[config.mk]
export PLATFORM = sky130hd
export DESIGN_NAME = vid_iack_chain
export DESIGN_NICKNAME = d
export VERILOG_FILES = /design/src/logic/vid_pkg.sv /design/src/logic/vid_iack_chain.sv
export SDC_FILE = /design/constraint.sdc
export NUM_CORES = 1
export LEC_CHECK = 0
export ABC_AREA = 1
export BUFFER_PORTS_ARGS = -buffer_cell sky130_fd_sc_hd__clkbuf_2
export CAP_MARGIN = 20
export CORE_MARGIN = 5
export CORE_UTILIZATION = 40
export CTS_BUF_LIST = sky130_fd_sc_hd__clkbuf_16
export DETAILED_ROUTE_END_ITERATION = 7
export RECOVER_POWER = 50
export SLEW_MARGIN = 0
export SYNTH_ARGS = -nofsm -noshare
export SYNTH_HDL_FRONTEND = slang
export SYNTH_SLANG_ARGS = --single-unit
[constraint.sdc]
create_clock -name sys_clk -period 1.4 [get_ports sys_clk]
set_input_delay 0.28 -clock sys_clk [delete_from_list [all_inputs] [get_ports sys_clk]]
set_output_delay 0.28 -clock sys_clk [all_outputs]
set_load 0.05 [all_outputs]
[src/logic/vid_pkg.sv]
package vid_pkg;

  // Backplane pins seen by the chain driver, all active low except sysclk and iack_addr
  typedef struct packed {
    logic       as_n;
    logic       ds0_n;
    logic       ds1_n;
    logic       iackin_n;
    logic       dtack_n;
    logic       berr_n;
    logic       sysclk;
    logic [2:0] iack_addr;
  } vid_bus_type;

  localparam int          VID_BUS_W      = $bits(vid_bus_type);
  // Idle level of the pins: strobes negated, address zero
  localparam vid_bus_type VID_BUS_IDLE   = '{as_n: 1'b1, ds0_n: 1'b1, ds1_n: 1'b1,
                                             iackin_n: 1'b1, dtack_n: 1'b1, berr_n: 1'b1,
                                             sysclk: 1'b0, iack_addr: 3'h0};
  localparam logic        VID_NEGATED    = 1'b1;
  localparam logic        VID_ASSERTED   = 1'b0;

  // One-hot sequencer states
  typedef enum logic [7:0] {
    VID_IDLE         = 8'h01,
    VID_QUAL         = 8'h02,
    VID_PASS         = 8'h04,
    VID_VECTOR       = 8'h08,
    VID_DONE         = 8'h10,
    VID_SLOT_WAIT    = 8'h20,
    VID_SLOT_PASS    = 8'h40,
    VID_SLOT_DRIVE   = 8'h80
  } vid_state_type;

endpackage

[src/logic/vid_iack_chain.sv]
`timescale 1ns/10ps
// Function
// - Cycle start needs AS, a DS, IACKIN low with DTACK, BERR high.
// - Conditions missed on one sample are caught on the next sample.
// - Chain continues only if start conditions hold on the second sample.
// - Invalid second sample discards detection; two fresh valid samples needed.
// - Address compared only while own interrupt pending; otherwise always pass.
// - Outgoing chain driven low from a clock edge after qualification.
// - Own interrupt acknowledged: assert vector drive enable instead of passing.
// - Vector drive enable negated on DTACK low or AS high.
// - Outgoing chain released when AS returns high, every cycle type.
// - Slot identification sequence starts on a SYSCLK rising edge.
// - Non-first slot waits for IACKIN low, then pass, then drive.
// - First slot sees IACKIN low with start and proceeds at once.
// - Slot identification drives outgoing chain from a SYSCLK rising edge.
module vid_iack_chain
  import vid_pkg::*;
(
  input  wire logic        sys_clk,
  input  wire logic        rst_n,
  input  wire vid_bus_type bus_pins,
  input  wire logic        irq_pending,
  input  wire logic [2:0]  own_level,
  input  wire logic        slot_identification_cycle,
  output logic             iackout_n,
  output logic             vector_drive_enable_n
);

  vid_bus_type   meta_r;
  vid_bus_type   sync_r;
  logic          sysclk_prev_r;
  vid_state_type state_r;
  logic          iackout_n_r;
  logic          vec_n_r;

  logic          start_ok;
  logic          slot_start_ok;
  logic          own_ack;
  logic          sysclk_rise;
  logic          as_high;

  // Two-stage synchroniser; bus pins are asynchronous to sys_clk
  // Bits may settle on different edges; the two-sample qualify absorbs that skew
  always_ff @(posedge sys_clk) begin
    if (!rst_n) begin
      meta_r <= VID_BUS_IDLE;
      sync_r <= VID_BUS_IDLE;
    end else begin
      meta_r <= bus_pins;
      sync_r <= meta_r;
    end
  end

  // SYSCLK edge finder, reads only the second stage
  always_ff @(posedge sys_clk) begin
    if (!rst_n) begin
      sysclk_prev_r <= VID_BUS_IDLE.sysclk;
    end else begin
      sysclk_prev_r <= sync_r.sysclk;
    end
  end

  // Start decode on synchronised pins
  assign as_high       = sync_r.as_n;
  assign slot_start_ok = !sync_r.as_n && (!sync_r.ds0_n || !sync_r.ds1_n)
                         && sync_r.dtack_n && sync_r.berr_n;
  assign start_ok      = slot_start_ok && !sync_r.iackin_n;
  // Address ignored unless our own interrupter is pending
  assign own_ack       = irq_pending && (sync_r.iack_addr == own_level);
  assign sysclk_rise   = sync_r.sysclk && !sysclk_prev_r;

  // Sequencer; AS high always wins so no cycle can hang the chain
  always_ff @(posedge sys_clk) begin
    if (!rst_n) begin
      state_r <= VID_IDLE;
    end else begin
      case (state_r)
        // Idle: slot cycles wait for a SYSCLK rise, others for one valid sample
        VID_IDLE: begin
          if (slot_identification_cycle) begin
            if (slot_start_ok && sysclk_rise) begin
              // First slot already sees IACKIN low
              state_r <= sync_r.iackin_n ? VID_SLOT_WAIT : VID_SLOT_PASS;
            end
          end else if (start_ok) begin
            state_r <= VID_QUAL;
          end
        end
        // Second sample decides: discard, own vector, or pass onward
        VID_QUAL: begin
          if (!start_ok) begin
            state_r <= VID_IDLE;
          end else if (own_ack) begin
            state_r <= VID_VECTOR;
          end else begin
            state_r <= VID_PASS;
          end
        end
        // Own vector on the bus until the handler acknowledges or ends the cycle
        VID_VECTOR: begin
          if (as_high) begin
            state_r <= VID_IDLE;
          end else if (!sync_r.dtack_n) begin
            state_r <= VID_DONE;
          end
        end
        // Later slot: hold off until the upstream board hands the chain on
        VID_SLOT_WAIT: begin
          if (as_high) begin
            state_r <= VID_IDLE;
          end else if (sysclk_rise && !sync_r.iackin_n) begin
            state_r <= VID_SLOT_PASS;
          end
        end
        // One SYSCLK period in pass before the chain is driven
        VID_SLOT_PASS: begin
          if (as_high) begin
            state_r <= VID_IDLE;
          end else if (sysclk_rise) begin
            state_r <= VID_SLOT_DRIVE;
          end
        end
        // Terminal states only leave when the address strobe goes away
        VID_PASS, VID_DONE, VID_SLOT_DRIVE: begin
          if (as_high) begin
            state_r <= VID_IDLE;
          end
        end
        // Illegal one-hot codes recover to idle rather than lock the chain
        default: begin
          state_r <= VID_IDLE;
        end
      endcase
    end
  end

  // Outgoing chain: asserted on entry to VID_PASS or VID_SLOT_DRIVE, dropped on AS high
  // AS high is tested first so a late strobe release cannot leave the chain low
  always_ff @(posedge sys_clk) begin
    if (!rst_n) begin
      iackout_n_r <= VID_NEGATED;
    end else if (as_high) begin
      iackout_n_r <= VID_NEGATED;
    end else if (state_r == VID_QUAL && start_ok && !own_ack) begin
      iackout_n_r <= VID_ASSERTED;
    end else if (state_r == VID_SLOT_PASS && sysclk_rise) begin
      iackout_n_r <= VID_ASSERTED;
    end
  end

  // Vector enable: only from the own-ack branch, so never with the chain
  // DTACK low beats a fresh assert: the handler already holds the vector
  always_ff @(posedge sys_clk) begin
    if (!rst_n) begin
      vec_n_r <= VID_NEGATED;
    end else if (as_high || !sync_r.dtack_n) begin
      vec_n_r <= VID_NEGATED;
    end else if (state_r == VID_QUAL && start_ok && own_ack) begin
      vec_n_r <= VID_ASSERTED;
    end
  end

  assign iackout_n             = iackout_n_r;
  assign vector_drive_enable_n = vec_n_r;
endmodule // vid_iack_chain

Word level (Yosys, flattened, before mapping)
Index checks and enable logic that the tools add are counted.
Storage, ports and cells
  register bits after elaboration: 31
  latch bits: 0
  memory bits (writable): 0
  bits in read-only memories: 0
  input bits: 17
  output and inout port bits: 2
  word-level logic and storage cells: 78
  memories kept: 0
Cells by class
  add/subtract/negate cells: 0
  multiply operators: 0
  divide/modulo/power cells: 0
  $lt $le $gt $ge: 0
  equal/unequal tests: 15
  shifts and indexed selects: 0
  multiplexer cells: 16
  bitwise gates (word level): 1
  reductions and logical operators: 26
Operators by type and width (count)
  two-way mux 8 bit: 10
  one-hot mux 8 bit (6 select lines): 1
  inequality test 3 bit, second input constant: 5
  logical AND 1 bit: 12
  == test 8 x 1 -> 1 bit, second input constant: 1
  == test 8 x 2 -> 1 bit, second input constant: 1
  == test 8 x 3 -> 1 bit, second input constant: 1
  == test 8 x 4 -> 1 bit, second input constant: 1
  == test 8 x 5 -> 1 bit, second input constant: 1
  == test 8 x 6 -> 1 bit, second input constant: 1
  == test 8 x 7 -> 1 bit, second input constant: 1
  == test 8 bit, second input constant: 1
  two-way mux 4 bit: 2
  zero test 1 bit: 7
  two-way mux 7 bit: 1
  AND reduction 6 bit: 1
  OR reduction 2 bit: 2
  == test 3 bit: 1
  OR reduction 3 bit: 1
  logical OR 1 bit: 2
  two-way mux 1 bit: 2
  inequality test 2 bit, second input constant: 1
  nonzero test 2 bit: 1
  NOT 1 bit: 1

Logic depth before layout (Yosys ltp)
  depth in word-level cells: 9
  depth in mapped cells: 11
  depth with buffers taken out: 11

Worst setup path after synthesis
Ideal clock, no wire load.
  path type: register to register
  start: reg state_r[2]
  end: reg state_r[3]
  setup time: 114 ps
  arrival time: 1164 ps
  required time: 1286 ps
  slack: 122 ps
  cell stages (with the launch flop): 11
  path buffers: 0
  clock period less this slack: 1278 ps
  path through: dfxtp_1 > nor2_2 > nand2_2 > nor2_2 > nand3_1 > nand2_1 > nor2_4 > nand2_4 > nand2_1 > nand2_1 > nor2_2
On the way
  word-level cells in the longest chain between the ends: 4
  elaborated cells between the ends (all ways): 17
  those cells by class: eq/ne (14); mux (1); reduce/logical (2)
Ends and longest elaborated chain
  from (decl): line vid_iack_chain.sv:32  | vid_state_type state_r;
  from (signal assigned): line vid_iack_chain.sv:83  | state_r <= sync_r.iackin_n ? VID_SLOT_WAIT : VID_SLOT_PASS;
  == test 8 x 3 -> 1 bit, or another cell as far along: line vid_iack_chain.sv:77  | case (state_r)
  OR reduction 3 bit: line vid_iack_chain.sv:77
  inequality test 2 bit (no source line)
  AND reduction 6 bit (no source line)
Several ways; a longest one is shown, not always the timed one.
A chain may end at the register's enable or synchronous reset.

Final worst setup path
  start: reg state_r[7]
  end: reg state_r[7]
The elaborated chain is that of the path after synthesis.

==> reports/results.txt <==
In the layout the commonest cells are sky130_fd_sc_hd__nand2_1 (36), sky130_fd_sc_hd__inv_1 (30), sky130_fd_sc_hd__dfxtp_1 (20), sky130_fd_sc_hd__clkbuf_2 (18), sky130_fd_sc_hd__nor2_1 (15). The final critical path takes up 100% of the cycle. For the count of different cell masters after synthesis, the log shows 26. The slowest stage cell on the critical path was sky130_fd_sc_hd__dfxtp_4. Counting the fill cells in the layout gives 341. The logs give 812 sq um for the area occupied by multi-input gates and 0 for the number of antenna violations at the first check in global routing. The worst endpoint data arrival time is 1.57 ns, and the buffer and inverter count on the worst path is 1. The tools report the number of clock sinks as 31.

Static timing analysis puts the maximum clock frequency at 714 MHz. The yosys synthesis warning count was 0; the worst hold path depth was 3. The tools report the count of nets left with antenna violations after detail routing as 0. STA puts the critical path data required time at 1.57 ns. Commonest non-fill, non-tap cell in the layout: sky130_fd_sc_hd__nand2_1. The final reports fail on negative setup slack.

Worst setup margin: -0.000578 ns. The tools report the sort of element at the end of the critical path as a register. Class of the tightest hold or removal check: in2reg. Routability-driven placement finished with a final weighted congestion of 0.822. For the via count of the first global-routing pass, the log shows 1,158. The startpoint identified for the worst register-to-register timing path is state_r[7].

Input and output buffers added on the ports amount to 18. For the antenna diode instance count, the log shows 0. For the worst slew slack as a fraction of its limit, the log shows 81.1%.

The H-tree level count is 2. The global-route wire length before repair was 4770 microns. The clock-pin transition on the worst setup and hold timing paths is 0.05 ns.

Summed over all nets, the half-perimeter wirelength after detailed placement is 1990 microns. After synthesis the cells add up to 1410 sq um. The worst clock skew is 0.00283 ns, and the largest net degree at the start of global routing is 20. The run gives 279 as the post-route non-filler standard cell count. Summing all flip-flop and latch instances after layout gives 647 sq um. The width of the die is 69.3 microns. The starting density of the core was 41.8%; the time the final worst path needs with I/O delays and setup was 1.40 ns. Max-cap violations in this run came to 0. During I/O placement, the number of pins put on the boundary was 19. In the global route stage, overall resource usage came out at 12.6%.

The logs give 0 for the number of pins with negative max-slew slack in the final report and 0.182 ns for the tightest hold margin. Detailed-router iteration count before antenna repair: 4. For the worst-skew pair, the clock arrives at the later sink with an insertion delay of 0.28 ns. The power per standard cell area was 2020 nW/um^2.

The critical path is of the reg2reg type. The CTS buffer count was 5; the setup-violating endpoint count in the final report was 1. Setup repair after global routing could not meet its margin everywhere. Cells with a size suffix above 1 make up 49.4% of the layout. The flow ran to the end, but the final reports show violations. For the pin with the worst max-slew slack, the measured transition is 0.285 ns.

Launch point of the worst path: state_r[7]. The die boundary height is 69.3 microns. The tree is rooted in a sky130_fd_sc_hd__clkbuf_16.

The worst reg2reg path depth works out to 11. The count of state elements after synthesis was 31. The kind of cell with the highest combined delay along the critical path is simple AND/OR/NAND/NOR gates. The worst register-to-register path ends at state_r[7]. The worst hold path begins at bus_pins[3]. The logs give 0 for the number of remaining DRC errors and 213 for the post-synth net total. Power comes to 4.00 mW.

The placeable core area is 3360 sq um, and the number of vias per cell after detailed routing is 4.43. TritonCTS built the clock tree. The routed layout has 1,235 vias.

The signal on the critical path passes through nor2_4 -> buf_6 -> nand2_1 -> nor2_2 -> nand3_2 -> nand2_2 -> nor2_4 -> nand2_4 -> nand2_1 -> nand2_1 -> nor2_2. Row generation in the floorplan step produced 21 rows. The routed design has 3000 microns of wire. Synthesis handed over a netlist of 196 instances. In this run the worst path has a maximum fanout of 7. The hold-critical path endpoint was meta_r[3]. The startpoint class of the critical path is a register. The worst register-to-register path has a setup slack of -0.0006 ns. The net count of the finished layout is 249.

The logs give -0.000578 ns for the summed negative setup slack over all endpoints and 0.974 nW for the static leakage. Before CTS, the worst setup slack after placement is -0.0932 ns. The clock passes through at most 2 buffers.

The highest ir drop seen on vdd was 0.00103 V. Summed over all layers, the global routing overflow is 0. The placed instance count is 266, and the number of DRC markers in iteration 0 is 74. Averaged over all synthesized cells, the footprint is 7.17 sq um.

The logs give 44.2% for the proportion of synthesized chip area in sequential cells and 4800 sq um for the die outline area. The longest individual stage delay on the worst path works out to 0.35 ns. The critical path's most frequent cell is sky130_fd_sc_hd__nand2_1. The area added between synthesis and finish is 41.1%. The run gives 0 as the hold violation count in the final report. The detail-routed net length per standard cell is 10.7 microns.
==> how the worst max path moves through the flow <==
stage / to / slack [ns] / depth (start not counted)
2_1_floorplan: state_r[3] / 0.12 / 10
3_3_place_gp: state_r[4] / -0.07 / 10
3_5_place_dp: state_r[3] / -0.09 / 8
4_1_cts: state_r[3] / -0.009 / 10
5_1_grt: state_r[4] / -0.09 / 11
6_report: state_r[7] / -0.0006 / 11
==> per-layer routing <==
| layer | vias to the layer above | part of all wire (%) | GRT usage, % |
|---|---|---|---|
| met5 | - | 0 | 0 |
| met4 | 0 | 2.5 | 7.16 |
| met3 | 8 | 4.6 | 4.78 |
| met2 | 31 | 51 | 20.8 |
| met1 | 533 | 42 | 13.8 |
| li1 | 663 | - | - |
==> per-stage QoR <==
| stage | utilization [%] | cell area (sq um) |
|---|---|---|
| 3_3_place_gp | 47.8 | 1610 |
| 5_1_grt | 59.0 | 1980 |
| 3_5_place_dp | 47.8 | 1610 |
| 4_1_cts | 53.0 | 1780 |
| 2_1_floorplan | - | 1410 |
| 6_report | 59.0 | 1980 |
==> worst reg2reg max path, delay by kind of cell, from the launching register on <==
family	cells	cell delay, ns
flip-flops	1	0.35
AND/OR/NAND/NOR	10	0.84
buffers and inverters	1	0.11
==> kinds of logic after synthesis <==
logic type	synth area share [%]
flip-flops	44.2
buffers and inverters	9.62
AO/OA/AOI/OAI	2.67
XOR/XNOR	1.25
AND/OR/NAND/NOR	42.3
==> cell usage after synthesis <==
cell	instances	share of area, %
sky130_fd_sc_hd__xnor2_1	2	1.2
sky130_fd_sc_hd__nor2_4	1	0.80
sky130_fd_sc_hd__nand2_4	1	0.80
sky130_fd_sc_hd__inv_4	1	0.45
sky130_fd_sc_hd__or2_2	12	5.3
sky130_fd_sc_hd__clkbuf_1	1	0.27
sky130_fd_sc_hd__nor3_2	1	0.71
sky130_fd_sc_hd__o21ai_2	1	0.62
sky130_fd_sc_hd__nor2_1	27	7.2
sky130_fd_sc_hd__o21ai_0	1	0.36
sky130_fd_sc_hd__buf_1	1	0.27
sky130_fd_sc_hd__nand4_1	2	0.89
sky130_fd_sc_hd__inv_2	1	0.27
sky130_fd_sc_hd__o211ai_1	1	0.53
sky130_fd_sc_hd__buf_2	1	0.36
sky130_fd_sc_hd__a21oi_4	1	1.2
sky130_fd_sc_hd__nand3_2	2	1.4
sky130_fd_sc_hd__nand3b_1	1	0.53
sky130_fd_sc_hd__nor3_1	2	0.71
sky130_fd_sc_hd__dfxtp_1	31	44
sky130_fd_sc_hd__nand2_1	49	13
sky130_fd_sc_hd__inv_1	30	8.0
sky130_fd_sc_hd__nand4_2	1	0.89
sky130_fd_sc_hd__nand3_1	14	5.0
sky130_fd_sc_hd__nor2_2	9	4.0
sky130_fd_sc_hd__nand2_2	2	0.89
==> area by class of cell <==
type / count / share of cell area, %
clock inverter: 3 / 1.01
clock buffer: 5 / 6.31
sequential: 31 / 32.6
multi-input combinational: 130 / 40.9
tap: 46 / 2.90
timing repair buffer: 32 / 10.0
inverter: 32 / 6.18
==> report_power, final <==
part           switching [mW]  internal (mW)
Clock                   0.391          0.653
Combinational            1.06          0.723
Sequential              0.129           1.04
==> what timing repair did <==
| action | in CTS | in global routing |
|---|---|---|
| setup buffers | 1 | 4 |
| resized for setup | 9 | 51 |
| pin swaps | 5 | 25 |
| hold buffers | 0 | 0 |
| endpoints found under the setup margin | 7 | 9 |
==> flip-flops by register name, indices dropped and copies added (netlist names) <==
register               cells
iackout_n                  1
vector_drive_enable_n      1
sysclk_prev_r              1
sync_r                     9
state_r                    8
as_high                    1
meta_r                    10
No activity file was read; power rests on OpenSTA's default activity.
